`src/logic/ettc_consts.svh`:
```
`ifndef ETTC_CONSTS_SVH
`define ETTC_CONSTS_SVH
// Function
// Three register stages on every user I/O
// Simplex generator waits for external alignment
// Lane switch pulse launches reconfiguration writes
// Rerun sanity test after reconfiguration
// User sends one switch pulse per alignment
// Restart acts only when both idle
// Generator busy blocks restart
// Monitor busy blocks restart
// Lane mode indicator: 0 ten, 1 four
// Transmit done after all packets sent
// Receive done after all packets received
// Data failure on payload mismatch
// Receive aligned follows core alignment
// Lock indicators follow transceiver lock
// Statistics tick governs statistics reads
// Generator and monitor wait for link
// Completion pulse resets the transceiver
// Accepted restart clears done and failure

// Register byte offsets
`define ETTC_ADDR_CTRL 8'h00
`define ETTC_ADDR_STATUS 8'h04
`define ETTC_ADDR_IRQ_STAT 8'h08
`define ETTC_ADDR_IRQ_MASK 8'h0C
`define ETTC_ADDR_PKT_TARGET 8'h10
`define ETTC_ADDR_TX_SNAP 8'h14
`define ETTC_ADDR_RX_SNAP 8'h18

// Control register fields
`define ETTC_CTRL_SIMPLEX 0
`define ETTC_CTRL_SWITCHABLE 1
`define ETTC_CTRL_RESTART 2
`define ETTC_CTRL_STATS_EN 3
`define ETTC_CTRL_RST 4'h0

// Interrupt bit positions
`define ETTC_IRQ_TX_DONE 0
`define ETTC_IRQ_RX_DONE 1
`define ETTC_IRQ_FAIL 2
`define ETTC_IRQ_RECONFIG 3
`define ETTC_IRQ_SNAP 4
`define ETTC_IRQ_W 5

// Packet count and payload pattern
`define ETTC_PKT_TARGET_RST 16'h0040
`define ETTC_DATA_SEED 32'hA5A50000

// Reconfiguration write sequence
`define ETTC_RC_WRITES 3'h4
`define ETTC_RC_ADDR_BASE 10'h000
`define ETTC_RC_DATA_TEN 16'h0000
`define ETTC_RC_DATA_FOUR 16'h0001

// Transceiver reset pulse after reconfiguration, least time
`define ETTC_CLK_MHZ 250
`define ETTC_SRST_NS 100
`define ETTC_SRST_CYC ((`ETTC_SRST_NS * `ETTC_CLK_MHZ + 999) / 1000)
`endif

```
`src/logic/ettc_pkg.sv`:
```
package ettc_pkg;
  // Generator and monitor run states
  typedef enum logic [1:0] {
    RUN_IDLE = 2'h0,
    RUN_WAIT = 2'h1,
    RUN_ACTIVE = 2'h2,
    RUN_DONE = 2'h3
  } ettc_run_t;
  // Reconfiguration sequencer states
  typedef enum logic [1:0] {
    RC_IDLE = 2'h0,
    RC_WRITE = 2'h1,
    RC_WAIT = 2'h2,
    RC_RESET = 2'h3
  } ettc_rc_t;
endpackage : ettc_pkg

```
`src/logic/ettc_sync3.sv`:
```
// Three cascaded flops per bit; only the last stage is read outside
module ettc_sync3 #(
  parameter int WIDTH = 1
) (
  input wire logic ref_clk,
  input wire logic reset,
  input wire logic [WIDTH-1:0] d,
  output logic [WIDTH-1:0] q
);
  genvar i;
  generate
    for (i = 0; i < WIDTH; i++) begin : g_bit
      logic s1_r; // First stage, read only by the second
      logic s2_r; // Second stage
      logic s3_r; // Third stage, drives q
      // Three-stage chain
      always_ff @(posedge ref_clk or posedge reset) begin
        if (reset) begin
          s1_r <= 1'b0;
          s2_r <= 1'b0;
          s3_r <= 1'b0;
        end else begin
          s1_r <= d[i];
          s2_r <= s1_r;
          s3_r <= s2_r;
        end
      end
      assign q[i] = s3_r;
    end
  endgenerate
endmodule : ettc_sync3

```
`src/logic/ettc_top.sv`:
```
// The address-and-strobe port and the address map were decided locally.
`include "ettc_consts.svh"

module ettc_top
  import ettc_pkg::*;
(
  input wire logic ref_clk,
  input wire logic reset,
  input wire logic [7:0] reg_addr,
  input wire logic [31:0] reg_wdata,
  input wire logic reg_wr,
  input wire logic reg_rd,
  output logic [31:0] reg_rdata,
  output logic irq,
  input wire logic restart_in,
  input wire logic lane_switch_in,
  input wire logic simplex_rx_aligned,
  input wire logic stats_snapshot_tick,
  input wire logic serdes_tx_locked,
  input wire logic serdes_rx_locked,
  input wire logic core_rx_aligned,
  input wire logic tx_ready,
  output logic tx_pkt_valid,
  output logic [31:0] tx_pkt_data,
  input wire logic rx_pkt_valid,
  input wire logic [31:0] rx_pkt_data,
  output logic [9:0] reconfig_addr,
  output logic [15:0] reconfig_wdata,
  output logic reconfig_we,
  input wire logic reconfig_ack,
  output logic reconfig_writes_complete,
  output logic serdes_reset,
  output logic xmit_serdes_lock_ind,
  output logic recv_serdes_lock_ind,
  output logic rx_aligned_ind,
  output logic tx_busy_ind,
  output logic rx_busy_ind,
  output logic tx_done_ind,
  output logic rx_done_ind,
  output logic data_fail_ind,
  output logic lane_mode_ind
);

  localparam logic [4:0] SRST_CYC = 5'(`ETTC_SRST_CYC);

  // Synchronised pin inputs
  logic [6:0] in_s;
  logic restart_s; // Pushbutton restart
  logic switch_s; // Lane switch pulse
  logic simplex_al_s; // External simplex receiver aligned
  logic tick_s; // Statistics tick
  logic tx_lock_s; // Transmit serdes lock
  logic rx_lock_s; // Receive serdes lock
  logic aligned_s; // Core receive alignment

  // Registers and state
  logic [3:0] ctrl_r; // Software control bits
  logic [15:0] pkt_target_r; // Packets per run
  logic [`ETTC_IRQ_W-1:0] irq_stat_r; // Sticky events
  logic [`ETTC_IRQ_W-1:0] irq_mask_r; // Interrupt enables
  logic [15:0] tx_snap_r; // Sent count at last tick
  logic [15:0] rx_snap_r; // Received count at last tick
  logic restart_d_r; // Edge detect history
  logic switch_d_r;
  logic tick_d_r;
  ettc_run_t gen_r; // Generator state
  ettc_run_t mon_r; // Monitor state
  ettc_rc_t rc_r; // Reconfiguration state
  logic [15:0] tx_cnt_r; // Packets sent
  logic [15:0] rx_cnt_r; // Packets received
  logic fail_r; // Payload mismatch seen
  logic lane_four_r; // 0 ten-lane, 1 four-lane
  logic [2:0] rc_idx_r; // Write index in sequence
  logic [4:0] srst_cnt_r; // Transceiver reset length
  logic rc_done_r; // Completion pulse
  logic [31:0] rdata_r; // Read data, one cycle after strobe
  logic tx_valid_r;
  logic [31:0] tx_data_r;

  // Derived terms
  logic restart_rise;
  logic switch_rise;
  logic tick_rise;
  logic sw_restart;
  logic link_up;
  logic gen_go;
  logic gen_busy;
  logic mon_busy;
  logic restart_ok;
  logic rc_finish;
  logic [`ETTC_IRQ_W-1:0] irq_evt;
  logic [31:0] expect_data;
  logic tx_beat;

  // Pin inputs through three stages before use
  ettc_sync3 #(
    .WIDTH(7)
  ) u_in_sync (
    .ref_clk(ref_clk),
    .reset(reset),
    .d({restart_in, lane_switch_in, simplex_rx_aligned,
        stats_snapshot_tick, serdes_tx_locked, serdes_rx_locked,
        core_rx_aligned}),
    .q(in_s)
  );
  assign {restart_s, switch_s, simplex_al_s, tick_s,
          tx_lock_s, rx_lock_s, aligned_s} = in_s;

  // Edge history of pulse inputs
  always_ff @(posedge ref_clk or posedge reset) begin
    if (reset) begin
      restart_d_r <= 1'b0;
      switch_d_r <= 1'b0;
      tick_d_r <= 1'b0;
    end else begin
      restart_d_r <= restart_s;
      switch_d_r <= switch_s;
      tick_d_r <= tick_s;
    end
  end

  assign restart_rise = restart_s & ~restart_d_r;
  assign switch_rise = switch_s & ~switch_d_r;
  assign tick_rise = tick_s & ~tick_d_r;
  assign sw_restart = reg_wr && (reg_addr == `ETTC_ADDR_CTRL) &&
                      reg_wdata[`ETTC_CTRL_RESTART];

  // Link ready; simplex also needs the remote receiver aligned
  assign link_up = tx_lock_s & rx_lock_s & aligned_s;
  assign gen_go = link_up &
                  (~ctrl_r[`ETTC_CTRL_SIMPLEX] | simplex_al_s);

  // Busy while waiting or running
  assign gen_busy = (gen_r == RUN_WAIT) || (gen_r == RUN_ACTIVE);
  assign mon_busy = (mon_r == RUN_WAIT) || (mon_r == RUN_ACTIVE);
  // Restart only with both ends idle and no switch under way
  assign restart_ok = (restart_rise | sw_restart) & ~gen_busy &
                      ~mon_busy & (rc_r == RC_IDLE);
  assign rc_finish = (rc_r == RC_RESET) && (srst_cnt_r == 5'h00);

  assign tx_beat = tx_valid_r & tx_ready;
  assign expect_data = `ETTC_DATA_SEED ^ {16'h0000, rx_cnt_r};

  // Generator state machine
  always_ff @(posedge ref_clk or posedge reset) begin
    if (reset) begin
      gen_r <= RUN_WAIT;
    end else if (rc_r != RC_IDLE) begin
      // Held during reconfiguration, rerun once finished
      gen_r <= rc_finish ? RUN_WAIT : RUN_IDLE;
    end else begin
      unique case (gen_r)
        RUN_IDLE, RUN_DONE: begin
          if (restart_ok) begin
            gen_r <= RUN_WAIT;
          end
        end
        RUN_WAIT: begin
          if (gen_go) begin
            gen_r <= RUN_ACTIVE;
          end
        end
        RUN_ACTIVE: begin
          // Last packet accepted by the core
          if (tx_beat && (tx_cnt_r == pkt_target_r - 16'h0001)) begin
            gen_r <= RUN_DONE;
          end
        end
      endcase
    end
  end

  // Generator count and output word
  always_ff @(posedge ref_clk or posedge reset) begin
    if (reset) begin
      tx_cnt_r <= 16'h0000;
      tx_valid_r <= 1'b0;
      tx_data_r <= 32'h00000000;
    end else if (gen_r != RUN_ACTIVE) begin
      // Valid dropped while not sending; count and word reset in RUN_WAIT so a rerun starts fresh
      tx_valid_r <= 1'b0;
      if (gen_r == RUN_WAIT) begin
        tx_cnt_r <= 16'h0000;
        tx_data_r <= `ETTC_DATA_SEED;
      end
    end else if (tx_beat) begin
      tx_cnt_r <= tx_cnt_r + 16'h0001;
      tx_data_r <= `ETTC_DATA_SEED ^ {16'h0000, tx_cnt_r + 16'h0001};
      tx_valid_r <= (tx_cnt_r != pkt_target_r - 16'h0001);
    end else begin
      tx_valid_r <= 1'b1;
    end
  end

  assign tx_pkt_valid = tx_valid_r;
  assign tx_pkt_data = tx_data_r;

  // Monitor state machine
  always_ff @(posedge ref_clk or posedge reset) begin
    if (reset) begin
      mon_r <= RUN_WAIT;
    end else if (rc_r != RC_IDLE) begin
      mon_r <= rc_finish ? RUN_WAIT : RUN_IDLE;
    end else begin
      unique case (mon_r)
        RUN_IDLE, RUN_DONE: begin
          if (restart_ok) begin
            mon_r <= RUN_WAIT;
          end
        end
        RUN_WAIT: begin
          if (link_up) begin
            mon_r <= RUN_ACTIVE;
          end
        end
        RUN_ACTIVE: begin
          if (rx_pkt_valid && (rx_cnt_r == pkt_target_r - 16'h0001)) begin
            mon_r <= RUN_DONE;
          end
        end
      endcase
    end
  end

  // Monitor count and payload compare
  always_ff @(posedge ref_clk or posedge reset) begin
    if (reset) begin
      rx_cnt_r <= 16'h0000;
      fail_r <= 1'b0;
    end else if (mon_r == RUN_WAIT) begin
      // Fresh run clears the old result
      rx_cnt_r <= 16'h0000;
      fail_r <= 1'b0;
    end else if (mon_r == RUN_ACTIVE && rx_pkt_valid) begin
      rx_cnt_r <= rx_cnt_r + 16'h0001;
      if (rx_pkt_data != expect_data) begin
        fail_r <= 1'b1;
      end
    end
  end

  // Reconfiguration sequencer
  always_ff @(posedge ref_clk or posedge reset) begin
    if (reset) begin
      rc_r <= RC_IDLE;
      rc_idx_r <= 3'h0;
      srst_cnt_r <= 5'h00;
      lane_four_r <= 1'b0;
      rc_done_r <= 1'b0;
    end else begin
      rc_done_r <= 1'b0;
      unique case (rc_r)
        RC_IDLE: begin
          // Further pulses ignored until the sequence ends
          if (switch_rise && ctrl_r[`ETTC_CTRL_SWITCHABLE]) begin
            rc_r <= RC_WRITE;
            rc_idx_r <= 3'h0;
          end
        end
        RC_WRITE: begin
          rc_r <= RC_WAIT;
        end
        RC_WAIT: begin
          if (reconfig_ack) begin
            if (rc_idx_r == `ETTC_RC_WRITES - 3'h1) begin
              rc_r <= RC_RESET;
              srst_cnt_r <= SRST_CYC - 5'h01;
              lane_four_r <= ~lane_four_r;
              rc_done_r <= 1'b1;
            end else begin
              rc_idx_r <= rc_idx_r + 3'h1;
              rc_r <= RC_WRITE;
            end
          end
        end
        RC_RESET: begin
          // Transceiver held in reset, then test reruns
          if (srst_cnt_r == 5'h00) begin
            rc_r <= RC_IDLE;
          end else begin
            srst_cnt_r <= srst_cnt_r - 5'h01;
          end
        end
      endcase
    end
  end

  // One write per index, data selects the target lane mode
  assign reconfig_we = (rc_r == RC_WRITE);
  assign reconfig_addr = `ETTC_RC_ADDR_BASE + {7'h00, rc_idx_r};
  assign reconfig_wdata = lane_four_r ? `ETTC_RC_DATA_TEN :
                          `ETTC_RC_DATA_FOUR;
  assign reconfig_writes_complete = rc_done_r;
  assign serdes_reset = (rc_r == RC_RESET);

  // Control registers written by software
  always_ff @(posedge ref_clk or posedge reset) begin
    if (reset) begin
      ctrl_r <= `ETTC_CTRL_RST;
      pkt_target_r <= `ETTC_PKT_TARGET_RST;
      irq_mask_r <= '0;
    end else if (reg_wr) begin
      unique case (reg_addr)
        `ETTC_ADDR_CTRL: begin
          // Restart bit is a strobe, not stored
          ctrl_r <= reg_wdata[3:0] & 4'hB;
        end
        `ETTC_ADDR_IRQ_MASK: begin
          irq_mask_r <= reg_wdata[`ETTC_IRQ_W-1:0];
        end
        `ETTC_ADDR_PKT_TARGET: begin
          // Zero would never finish, so keep at least one
          pkt_target_r <= (reg_wdata[15:0] == 16'h0000) ? 16'h0001 :
                          reg_wdata[15:0];
        end
        default: begin
        end
      endcase
    end
  end

  // Statistics snapshot on the tick when enabled
  always_ff @(posedge ref_clk or posedge reset) begin
    if (reset) begin
      tx_snap_r <= 16'h0000;
      rx_snap_r <= 16'h0000;
    end else if (tick_rise && ctrl_r[`ETTC_CTRL_STATS_EN]) begin
      tx_snap_r <= tx_cnt_r;
      rx_snap_r <= rx_cnt_r;
    end
  end

  // Events: done and fail edges, reconfig end, snapshot
  assign irq_evt[`ETTC_IRQ_TX_DONE] = gen_r == RUN_ACTIVE && tx_beat &&
                                      tx_cnt_r == pkt_target_r - 16'h0001;
  assign irq_evt[`ETTC_IRQ_RX_DONE] = mon_r == RUN_ACTIVE && rx_pkt_valid &&
                                      rx_cnt_r == pkt_target_r - 16'h0001;
  assign irq_evt[`ETTC_IRQ_FAIL] = mon_r == RUN_ACTIVE && rx_pkt_valid &&
                                   rx_pkt_data != expect_data && ~fail_r;
  assign irq_evt[`ETTC_IRQ_RECONFIG] = rc_done_r;
  assign irq_evt[`ETTC_IRQ_SNAP] = tick_rise & ctrl_r[`ETTC_CTRL_STATS_EN];

  // Sticky status, write one to clear; a new event wins
  always_ff @(posedge ref_clk or posedge reset) begin
    if (reset) begin
      irq_stat_r <= '0;
    end else begin
      if (reg_wr && reg_addr == `ETTC_ADDR_IRQ_STAT) begin
        irq_stat_r <= (irq_stat_r & ~reg_wdata[`ETTC_IRQ_W-1:0]) | irq_evt;
      end else begin
        irq_stat_r <= irq_stat_r | irq_evt;
      end
    end
  end

  assign irq = |(irq_stat_r & irq_mask_r);

  // Read data stands only in the cycle after the strobe
  always_ff @(posedge ref_clk or posedge reset) begin
    if (reset) begin
      rdata_r <= 32'h00000000;
    end else if (reg_rd) begin
      unique case (reg_addr)
        `ETTC_ADDR_CTRL: rdata_r <= {28'h0000000, ctrl_r};
        `ETTC_ADDR_STATUS: begin
          rdata_r <= {21'h000000, lane_four_r, rc_r, mon_r, gen_r,
                      fail_r, aligned_s, rx_lock_s, tx_lock_s};
        end
        `ETTC_ADDR_IRQ_STAT: rdata_r <= {27'h0000000, irq_stat_r};
        `ETTC_ADDR_IRQ_MASK: rdata_r <= {27'h0000000, irq_mask_r};
        `ETTC_ADDR_PKT_TARGET: rdata_r <= {16'h0000, pkt_target_r};
        `ETTC_ADDR_TX_SNAP: rdata_r <= {16'h0000, tx_snap_r};
        `ETTC_ADDR_RX_SNAP: rdata_r <= {16'h0000, rx_snap_r};
        // Unmapped offsets read zero
        default: rdata_r <= 32'h00000000;
      endcase
    end else begin
      rdata_r <= 32'h00000000;
    end
  end

  assign reg_rdata = rdata_r;

  // Status indicators through three stages to the pins
  ettc_sync3 #(
    .WIDTH(9)
  ) u_out_pipe (
    .ref_clk(ref_clk),
    .reset(reset),
    .d({tx_lock_s,
        rx_lock_s,
        aligned_s,
        gen_busy,
        mon_busy,
        gen_r == RUN_DONE,
        mon_r == RUN_DONE,
        fail_r,
        lane_four_r}),
    .q({xmit_serdes_lock_ind, recv_serdes_lock_ind, rx_aligned_ind,
        tx_busy_ind, rx_busy_ind, tx_done_ind, rx_done_ind,
        data_fail_ind, lane_mode_ind})
  );

endmodule : ettc_top

```
`config.mk`:
```
export PLATFORM = sky130hd
export DESIGN_NAME = ettc_top
export DESIGN_NICKNAME = d
export VERILOG_FILES = /design/src/logic/ettc_pkg.sv /design/src/logic/ettc_sync3.sv /design/src/logic/ettc_top.sv
export VERILOG_INCLUDE_DIRS = /design/src /design/src/logic
export SDC_FILE = /design/constraint.sdc
export NUM_CORES = 1
export LEC_CHECK = 0
export BUFFER_PORTS_ARGS = -buffer_cell sky130_fd_sc_hd__buf_2
export CAP_MARGIN = 20
export CORE_MARGIN = 5
export CORE_UTILIZATION = 55
export CTS_BUF_LIST = sky130_fd_sc_hd__clkbuf_16
export DETAILED_ROUTE_END_ITERATION = 8
export GPL_ROUTABILITY_DRIVEN = 0
export PLACE_DENSITY = 0.8
export SYNTH_ARGS = -nofsm -noshare
export SYNTH_HDL_FRONTEND = slang
export SYNTH_SLANG_ARGS = --single-unit
export TNS_END_PERCENT = 100
```
`constraint.sdc`:
```
create_clock -name ref_clk -period 7.8 [get_ports ref_clk]
set_clock_uncertainty 0.05 [all_clocks]
set_input_delay 1.56 -clock ref_clk [delete_from_list [all_inputs] [get_ports ref_clk]]
set_output_delay 1.56 -clock ref_clk [all_outputs]
set_load 0.01 [all_outputs]
```
# Yosys cells after proc, flatten, opt, wreduce, memory -nomap -nowiden
# Cells that the tools add are included.
# totals
reg_bits	226
in_bits	86
out_inout_bits	104
word_cells	221
# op_classes
add_sub_neg	5
n_eq_ne	34
n_mux	44
n_bitwise	26
reduce_logical	42
# op_table
op	count
two-way mux 32 bit	4
one-hot mux 16 bit (7 select lines)	1
two-way mux 16 bit	6
adder 16 x 1 -> 16 bit, second input constant	2
equality test 16 bit	2
inequality test 32 bit	1
equality test 8 x 5 -> 1 bit, second input constant	3
two-way mux 2 bit	11
two-way mux 5 bit	4
equality test 8 x 4 -> 1 bit, second input constant	2
zero test 16 bit	1
inequality test 16 bit	1
subtractor 16 x 1 -> 16 bit, second input constant	1
logical AND 1 bit	14
equality test 2 bit, second input constant	6
inequality test 2 bit, second input constant	6
inequality test 3 bit, second input constant	4
one-hot mux 2 bit (3 select lines)	2
AND reduction 3 bit	4
nonzero test 2 bit	6
AND 1 bit	11
AND 5 bit	2
two-way mux 1 bit	10
bitwise OR 5 bit	2
other kinds (22)	45

# Depth between registers and ports, before layout
# Gate-level depths: netlist of the first run.
# depth
depth_word	10
mapped_depth	11
ltp_nobuf	10

# By module
# A second synthesis of the first run with hierarchy kept.
# unflattened
cells_unflattened	840
hier_area_um2	9072.5
# by_module_without_submodules
mod	n_inst	cells_each	area_per_inst_um2	seq_area_each_um2
ettc_top	1	774	7743.7	3281.9
ettc_sync3 (u_out_pipe)	1	37	747.0	675.6
ettc_sync3 (u_in_sync)	1	29	581.8	525.5

# Worst setup path before layout of the first run
# Ideal clock, no wire load.
# synth_path
kind	input port to flip-flop
startpoint	input reg_addr[0]
endpoint	register gen_r[0]
setup_time_ns	0.089
t_arrival_ns	3.865
required_ns	7.661
path_slack_ns	3.795
stages	9
path_buffers	1
path_cell_list	or4_1 > or3_1 > clkbuf_1 > nor3_1 > a32oi_1 > nand2b_1 > and2_1 > o311a_2 > a211oi_1
# synth_via
elab_chain_len	9
# synth_lines
element	line	source
start: declaration	ettc_top.sv:9	input wire logic [7:0] reg_addr,
zero test 8 bit	n/a	
logical AND 1 bit (2 in a row)	ettc_top.sv:125	assign sw_restart = reg_wr && (reg_addr == `ETTC_ADDR_CTRL) &&
bitwise OR 1 bit	ettc_top.sv:137	assign restart_ok = (restart_rise | sw_restart) & ~gen_busy &
AND 1 bit (2 in a row)	ettc_top.sv:137	
AND 1 bit	ettc_top.sv:138	~mon_busy & (rc_r == RC_IDLE);
inequality test 3 bit (no source line)	n/a	
AND reduction 3 bit (no source line)	n/a	
end signal: assignment	ettc_top.sv:150	gen_r <= rc_finish ? RUN_WAIT : RUN_IDLE;
end: declaration	ettc_top.sv:66	ettc_run_t gen_r;
# Every way passes these cells.
# A chain may end at the register's enable or synchronous reset.

# Worst setup path in the final report of the first run
# layout_path
startpoint	register pkt_target_r[2]
endpoint	register gen_r[1]
# layout_via
elab_chain_len	5
# layout_lines
element	line	source
start: declaration	ettc_top.sv:58	logic [15:0] pkt_target_r;
start signal: assignment	ettc_top.sv:300	pkt_target_r <= `ETTC_PKT_TARGET_RST;
start signal: assignment	ettc_top.sv:313	pkt_target_r <= (reg_wdata[15:0] == 16'h0000) ? 16'h0001 :
subtractor 16 x 1 -> 16 bit	ettc_top.sv:165	if (tx_beat && (tx_cnt_r == pkt_target_r - 16'h0001)) begin
equality test 16 bit	ettc_top.sv:165	
logical AND 1 bit	ettc_top.sv:165	
inequality test 3 bit (no source line)	n/a	
AND reduction 3 bit (no source line)	n/a	
# Every way passes these cells.

==> results of run 1 <==
==> layout by cell type, fill, tap and decap left out, types with 6 or more instances in the layout <==
cell type / instances
nor4_1: 11
or3_1: 14
a22oi_1: 18
ha_1: 14
nand3_1: 20
conb_1: 46
nor3b_1: 6
dfrtp_1: 176
xnor2_1: 40
nand2_1: 60
o21ai_0: 21
a222oi_1: 6
and3_1: 13
a21oi_1: 30
inv_1: 24
mux2_2: 57
nor2b_1: 7
buf_2: 127
nand2b_1: 8
xor2_1: 37
nor3_1: 14
nand4_1: 12
nor2_1: 60
clkbuf_16: 17
==> state kept, by name, summed over array words and instances, names as in the netlist, 3 cells and up <==
register               flops
tx_snap_r                 16
irq_stat_r                 5
u_out_pipe.g_bit.s3_r      9
u_in_sync.g_bit.s1_r       7
pkt_target_r              16
rx_snap_r                 16
rx_cnt_r                  16
ctrl_r                     3
rc_idx_r                   3
reg_rdata                 16
srst_cnt_r                 5
u_in_sync.g_bit.s2_r       7
u_out_pipe.g_bit.s1_r      9
u_in_sync.g_bit.s3_r       7
tx_cnt_r                  15
u_out_pipe.g_bit.s2_r      9
irq_mask_r                 5
==> power breakdown <==
part | internal (uW) | total (uW) | switching, uW
combinational | 162 | 397 | 235
sequential | 1030 | 1130 | 99.1
clock | 442 | 811 | 369
==> worst paths after layout <==
check                      slack, ps                     start                  endpoint  cells after the start
setup / recovery                3620           pkt_target_r[2]                  gen_r[1]                      8
hold / removal                   300  u_out_pipe.g_bit[7].s2_r  u_out_pipe.g_bit[7].s3_r                      0
setup reg to reg                3620           pkt_target_r[2]                  gen_r[1]                      8
hold reg to reg                  300  u_out_pipe.g_bit[7].s2_r  u_out_pipe.g_bit[7].s3_r                      0
max in group asynchronous       4960                     reset              tx_cnt_r[10]                      3
min in group asynchronous       1280                     reset  reconfig_writes_complete                      2
==> final cells by class <==
class,count,area [um^2]
inverter,23,91.3
sequential,179,4480
fill,1289,5920
multi-input combinational,569,3840
clock inverter,14,130
tap,216,270
timing repair buffer,131,666
clock buffer,17,425
==> cell usage after synthesis (6+ instances only) <==
library cell / instances
dfrtp_1: 176
nand2_1: 60
nor2_1: 60
mux2_2: 57
buf_4: 53
clkbuf_1: 42
xnor2_1: 40
xor2_1: 37
a21oi_1: 30
inv_1: 23
o21ai_0: 21
nand3_1: 20
a22oi_1: 18
ha_1: 14
nor3_1: 14
or3_1: 14
and3_1: 13
nand4_1: 12
nor4_1: 11
nand2b_1: 8
nor2b_1: 7
a222oi_1: 6
nor3b_1: 6
==> worst max-delay path, stage by stage (launching register included) <==
cell and delay [ps]:
dfrtp_1 540, or4_4 690, or3_2 580, or3_1 460, xnor2_1 170, or4b_1 590
o31a_1 380, or3_1 360, a32o_1 260
==> per-stage QoR <==
step | setup WS [ps] | instances | util
after floorplan | 1340 | 870 | -
after detailed placement | 2800 | 1117 | 0.591
after CTS | 3080 | 1148 | 0.626
final | 3620 | 1149 | 0.626
after global placement | 2860 | 1117 | 0.591
after global routing | 3540 | 1149 | 0.626
==> kinds of logic after synthesis <==
group,after synthesis,share of synthesized area
AND/OR/NAND/NOR,252,0.150
flip-flops,179,0.508
buffers and inverters,122,0.0763
AO/OA/AOI/OAI,117,0.0888
XOR/XNOR,78,0.0789
multiplexers,62,0.0783
adder cells (fa/ha/maj),14,0.0198
other,1,0.000425
==> routing by layer <==
metal  GRT usage  vias to the layer above  part of all wire  wire [um]
met5           0                        -                 0          0
met2       0.373                      304              0.47      10000
met1       0.323                     3277              0.42       8880
met3      0.0493                       34             0.085       1810
li1            -                     2966                 -          -
met4      0.0801                        0             0.020        428
==> flow_summary.ini, run 1 <==
[global_routing]
grt.overflow.total = 0
grt_max_degree = 108
grt_pass1_vias = 6406
grt_pass1_wl_um = 33800
grt_antenna_before_repair = 0
track_usage = 0.235

[clocking]
cts_root_buffer = clkbuf_16
clock_latency_ps = 430
htreeDepth = 4
cts_made_buffers = 17
cts_tree = yes
holdBufCountCts = 0
path_clk_slew_ps = 70
cts_max_path_buffers = 2
post_cts_buffers = 0
cts_sinks = 179
cts.repair.resized = 0

[logic_synthesis]
synthTopCellsByArea = dfrtp_1 50%, mux2_2 7.3%, buf_4 4.5%, xnor2_1 4.0%, xor2_1 3.7%
ys_seq_area_frac = 0.508
syn-instance-count = 825
async_flop_share = 1.00
yosys_warnings = 0
ys_seq_elements = 179
synth_ff_type = dfrtp_1
synth_top_area_share = 0.499
netlist_area_mm2 = 0.00883
yosysTopAreaCell = dfrtp_1
synthDistinctLibCells = 61
synth-edff-count = 0
syn_area_per_cell_um2 = 10.7

[status]
status = finished, final reports clean

[timing]
setup_tns_ps = 0
max-slew-margin-rel = 0.277
final_hold_viol_count = 0
drv_slew = 0
fmax_mhz = 239
rsz0062_at_grt = no
setup_viol_count_final = 0
post-route-min-period_ps = 4180
worstMarginPinSlew_ps = 1080
holdWs_ps = 297
min_period_over_period = 0.536

[routing]
drtPass1Iterations = 5
drt_iter0_markers = 535
vias = 6581
drcViolationCount = 0
wl_per_cell_um = 18.4
ant_nets = 0
wirelength_um = 21100
vias_per_cell = 5.73

[die]
start_util = 0.558
core-area_mm2 = 0.0158
die-height_um = 137
ios = 190
fp-row-count = 46
dieArea_mm2 = 0.0187
die_width_um = 137

[placement]
hpwl_um = 15200
port_buffers = 127
dpl_cell_area_mm2 = 0.00935

[power]
ir_worst_vdd_mv = 0.168
cellPowerDensity_mw_per_mm2 = 236
power_uw = 2330
p_leak_uw = 0.00481

[finish]
antennaDiodeCount = 0
final_area_mm2 = 0.00991
syn_to_final_growth_pct = 12.2
drive_gt1_frac = 0.248
layout.nets = 1021

[critical_path]
arrival_ps = 4450
required_ps = 8070
critPathCaptureType = flip-flop
critPathKind = flip-flop to flip-flop
worst-path-max-fanout = 12
start_kind = flip-flop

[flow_run]
cap_violations = 0

[worst_hold_path]
hp-class = flip-flop to flip-flop
Power figures use the tool's default switching activity.
==> inputs of run 2 (changes only) <==
--- a/config.mk
+++ b/config.mk
@@ -6,6 +6,7 @@
 export SDC_FILE = /design/constraint.sdc
 export NUM_CORES = 1
 export LEC_CHECK = 0
+export ABC_AREA = 1
 export BUFFER_PORTS_ARGS = -buffer_cell sky130_fd_sc_hd__buf_2
 export CAP_MARGIN = 20
 export CORE_MARGIN = 5
==> constraint.sdc (replaced) <==
create_clock -name ref_clk -period 3.85 [get_ports ref_clk]
set_clock_uncertainty 0.05 [all_clocks]
set_input_delay 0.77 -clock ref_clk [delete_from_list [all_inputs] [get_ports ref_clk]]
set_output_delay 0.77 -clock ref_clk [all_outputs]
set_load 0.01 [all_outputs]
==> flow_summary.ini, run 2 <==
[finish]
regArea_mm2 = 0.00448
drive_gt1_frac = 0.166
antennaDiodeCount = 0
final_common_cell = nand2_1
layout.nets = 1312
final-instance-count-excl-fill = 1441
layout_common_cells = 259 x nand2_1, 176 x dfrtp_1, 131 x inv_1, 127 x buf_2, 107 x o21ai_0
multi_input_area_mm2 = 0.00373
fill_cells = 1354
syn_to_final_growth_pct = 13.9

[clocking]
clock_latency_ps = 440
holdBufCountCts = 0
htreeDepth = 4
cts_max_path_buffers = 2
path_clk_slew_ps = 70
cts_root_buffer = clkbuf_16
cts.repair.resized = 0
cts_sinks = 179
cts_tree = yes
cts_made_buffers = 17
post_cts_buffers = 0

[logic_synthesis]
syn-instance-count = 1086
yosys_warnings = 0
yosysMostFrequentCell = nand2_1
syn_area_per_cell_um2 = 8.31
ys_seq_area_frac = 0.497
yosys-top-cells-count = 259 x nand2_1, 176 x dfrtp_1, 131 x inv_1, 107 x o21ai_0, 81 x nand3_1
synth_ff_type = dfrtp_1
async_flop_share = 1.00
synth-edff-count = 0
synth_top_area_share = 0.488
yosysTopAreaCell = dfrtp_1
netlist_area_mm2 = 0.00903
ys_seq_elements = 179
synthDistinctLibCells = 44
synthTopCellsByArea = dfrtp_1 49%, nand2_1 11%, o21ai_0 5.9%, inv_1 5.4%, buf_4 4.5%

[die]
die-height_um = 138
core-area_mm2 = 0.0160
die_width_um = 138
start_util = 0.564
dieArea_mm2 = 0.0191
fp-row-count = 46
ios = 190

[status]
status = finished, final reports clean

[global_routing]
grt_pass1_wl_um = 38600
grt_max_degree = 127
grt_pass1_vias = 7430
grt_antenna_before_repair = 0
track_usage = 0.251
grt.overflow.total = 0

[power]
internal-power_uw = 3290
cellPowerDensity_mw_per_mm2 = 474
p_leak_uw = 0.00518
p_comb_frac = 0.188
sw_frac_of_total = 0.326
power_switching_uw = 1590
ir_worst_vdd_mv = 0.358
clkPwrFrac = 0.355
seqPwrFrac = 0.457

[critical_path]
r2r_slack_ps = 1140
critPathCaptureType = flip-flop
worst-path-max-fanout = 7
r2r_end = gen_r[1]
arrival_ps = 2990
r2r-start = pkt_target_r[0]
required_ps = 4130
reg2regPathDepth = 13
critPathKind = flip-flop to flip-flop
start_kind = flip-flop

[routing]
vias_per_cell = 5.39
ant_nets = 0
vias = 7765
drt_iter0_markers = 860
wl_per_cell_um = 16.3
wirelength_um = 23500
drcViolationCount = 0
drtPass1Iterations = 5

[worst_hold_path]
hold_depth = 0
hp-class = flip-flop to flip-flop
holdCritStartpoint = u_in_sync.g_bit[2].s1_r
holdPathEnd = u_in_sync.g_bit[2].s2_r

[timing]
setup_viol_count_final = 0
fmax_mhz = 368
drv_slew = 0
min_period_over_period = 0.705
post-route-min-period_ps = 2710
setup_tns_ps = 0
rsz0062_at_grt = no
worstMarginPinSlew_ps = 787
holdWs_ps = 298
final_hold_viol_count = 0
max-slew-margin-rel = 0.470

[placement]
port_buffers = 127
hpwl_um = 17800
dp.cells = 1409

[flow_run]
cap_violations = 0
-- run 2: critical path, stage by stage (launching register included) --
cell,delay (ps)
dfrtp_1,480
inv_2,170
ha_1,380
nand2_4,130
nor2_8,150
nand3_1,100
nand3_1,90
nand2_1,70
nor3_1,460
nand3_1,160
nand2_2,120
nand3_2,90
nand3_1,90
nand2_1,50
-- run 2: kinds of logic (layout without fill, tap and decap cells) --
group	count (synthesis)	in the layout	synth area share
and+or+nand+nor	495	495	0.245
buffers and inverters	206	300	0.108
DFF	179	179	0.497
AOI/OAI and AO/OA	161	161	0.101
xor gates and xnor gates	30	30	0.0291
adders and majority gates	14	14	0.0194
other	1	46	0.000415
-- run 2: area by class of cell --
class / count / area share
Sequential cell: 179 / 0.436
Multi-Input combinational cell: 746 / 0.363
Timing Repair Buffer: 132 / 0.0667
Inverter: 136 / 0.0500
Clock buffer: 17 / 0.0414
Tap cell: 216 / 0.0263
Clock inverter: 15 / 0.0163
-- run 2: how the worst max path moves through the flow --
stage	start	endpoint	slack (ps)	cells past startpoint
after floorplan	reset	ctrl_r[0]	740	1
after global placement	reg_addr[1]	mon_r[1]	1090	14
after detailed placement	reg_addr[1]	mon_r[1]	950	14
after CTS	pkt_target_r[0]	gen_r[1]	1200	13
after global routing	pkt_target_r[0]	gen_r[1]	930	17
final	pkt_target_r[0]	gen_r[1]	1140	13
-- run 2: metrics by stage --
stage	power (uW)	setup WS, ps	utilization	cell area [um^2]
6_report	4880	1140	0.643	10300
3_5_place_dp	3150	950	0.605	9690
5_1_grt	5120	932	0.643	10300
2_1_floorplan	2860	738	-	9200
3_3_place_gp	3110	1090	0.605	9690
4_1_cts	4890	1200	0.643	10300
-- run 2: routing by layer --
| metal | GRT usage | vias to the layer above | wire (um) | part of all wire |
|---|---|---|---|---|
| li1 | - | 3681 | - | - |
| met4 | 0.0822 | 0 | 552 | 0.024 |
| met1 | 0.349 | 3618 | 9910 | 0.42 |
| met5 | 0 | - | 0 | 0 |
| met3 | 0.0641 | 49 | 2440 | 0.10 |
| met2 | 0.388 | 417 | 10600 | 0.45 |
-- run 2: power by group through the flow --
stage | clock (uW) | sequential (uW) | combinational [uW]
2_1_floorplan | 0 | 2220 | 648
3_3_place_gp | 0 | 2250 | 863
3_5_place_dp | 0 | 2260 | 898
4_1_cts | 1750 | 2230 | 913
5_1_grt | 1840 | 2250 | 1040
6_report | 1730 | 2230 | 917
==> inputs of run 3 (changes only) <==
==> constraint.sdc (replaced) <==
create_clock -name ref_clk -period 2.7 [get_ports ref_clk]
set_clock_uncertainty 0.05 [all_clocks]
set_input_delay 0.54 -clock ref_clk [delete_from_list [all_inputs] [get_ports ref_clk]]
set_output_delay 0.54 -clock ref_clk [all_outputs]
set_load 0.01 [all_outputs]
==> flow_summary.ini, run 3 (same netlist as run 2, synthesis figures left out) <==
[status]
status = finished, final reports clean

[critical_path]
arrival_ps = 2790
r2r-start = gen_r[1]
worst-path-max-fanout = 8
cp_slowest_stage_delay_ps = 510
start_kind = flip-flop
r2r_end = tx_cnt_r[11]
cpMaxStageDelayCell = nor2_1
critPathKind = flip-flop to flip-flop
r2r_slack_ps = 170
crit_chain = ha_1 -> inv_1 -> nor2_1 -> inv_1 -> nand2_1 -> nand2_1 -> nor3_1 -> xor2_1 -> nor2_1
required_ps = 2960
critPathCaptureType = flip-flop
reg2regPathDepth = 9

[routing]
ant_nets = 0
wl_per_cell_um = 16.4
drtPass1Iterations = 6
vias = 7894
vias_per_cell = 5.42
wirelength_um = 24000
drcViolationCount = 0
drt_iter0_markers = 880

[timing]
setup_tns_ps = 0
min_period_over_period = 0.936
max-slew-margin-rel = 0.543
drv_slew = 0
final_hold_viol_count = 0
setup_viol_count_final = 0
worstMarginPinSlew_ps = 682
rsz0062_at_grt = no
post-route-min-period_ps = 2530
fin_ws_ps = 173
fmax_mhz = 396

[placement]
port_buffers = 127
pre_cts_ws_ps = 149
dp.cells = 1425
hpwl_um = 18500
dpl_cell_area_mm2 = 0.00983

[clocking]
cts_made_buffers = 17
htreeDepth = 4
cts_sinks = 179
clock_latency_ps = 440
cts_max_path_buffers = 2
cts_tree = yes
cts_root_buffer = clkbuf_16
post_cts_buffers = 0
path_clk_slew_ps = 70

[finish]
final_area_mm2 = 0.0104
layout_common_cells = 259 x nand2_1, 176 x dfrtp_1, 130 x inv_1, 127 x buf_2, 107 x o21ai_0
final_common_cell = nand2_1
fill_cells = 1338
final-instance-count-excl-fill = 1457
syn_to_final_growth_pct = 15.4
layout.nets = 1328
antennaDiodeCount = 0
drive_gt1_frac = 0.177

[die]
start_util = 0.564
die-height_um = 138
fp-row-count = 46
dieArea_mm2 = 0.0191
core-area_mm2 = 0.0160
ios = 190
die_width_um = 138

[global_routing]
grt_max_degree = 65
grt.overflow.total = 0
track_usage = 0.252
grt_pass1_wl_um = 38900
grt_antenna_before_repair = 0
grt_pass1_vias = 7509

[power]
p_leak_uw = 0.00525
cellPowerDensity_mw_per_mm2 = 669
ir_worst_vdd_mv = 0.534

[flow_run]
cap_violations = 0

[worst_hold_path]
hp-class = primary input to asynchronous set/reset pin
-- run 3: layout make-up --
class                           count  area [um^2]  share of cell area
Timing Repair Buffer              148          831              0.0797
Sequential cell                   179         4480               0.430
Tap cell                          216          270              0.0259
Inverter                          136          514              0.0493
Clock buffer                       17          425              0.0408
Clock inverter                     15          160              0.0154
Multi-Input combinational cell    746         3740               0.359
-- run 3: critical path, delay by kind of cell (launching register included) --
| kind | cells | cell delay (ps) |
|---|---|---|
| AND/OR/NAND/NOR | 5 | 1170 |
| adder cells (fa/ha/maj) | 1 | 240 |
| flip-flops | 1 | 450 |
| buffers and inverters | 2 | 280 |
| XOR/XNOR | 1 | 190 |
-- run 3: power by group --
| part | internal [uW] | switching, uW |
|---|---|---|
| combinational | 438 | 911 |
| sequential | 2950 | 210 |
| clock | 1310 | 1150 |
| total | 4710 | 2270 |
-- run 3: how the worst max path moves through the flow --
stage | from | end | slack [ps] | depth (start not counted)
detailed placement | reg_addr[1] | mon_r[1] | 150 | 14
finish | gen_r[1] | tx_cnt_r[11] | 170 | 9
global route | pkt_target_r[1] | mon_r[1] | 30 | 17
floorplan | reset | ctrl_r[0] | -180 | 1
CTS | pkt_target_r[1] | mon_r[1] | 200 | 17
global placement | reg_addr[1] | mon_r[1] | 200 | 14
-- run 3: repair_timing --
item	4_1_cts	5_1_grt
hold buffers	0	0
gates resized for setup	0	1
setup endpoints to repair	0	2
-- run 3: metal layers --
metal  up-vias  part of all wire  global-route usage
met5         -                 0                   0
met4         0             0.028              0.0952
met3        60              0.10              0.0662
met2       448              0.45               0.386
met1      3681              0.42               0.348
li1       3705                 -                   -
-- run 3: stage by stage --
stage	hold WS [ps]	power (uW)	util
after floorplan	281	4080	-
after global placement	281	4460	0.615
after detailed placement	285	4510	0.615
after CTS	109	6980	0.651
after global routing	136	7290	0.651
final	107	6980	0.651
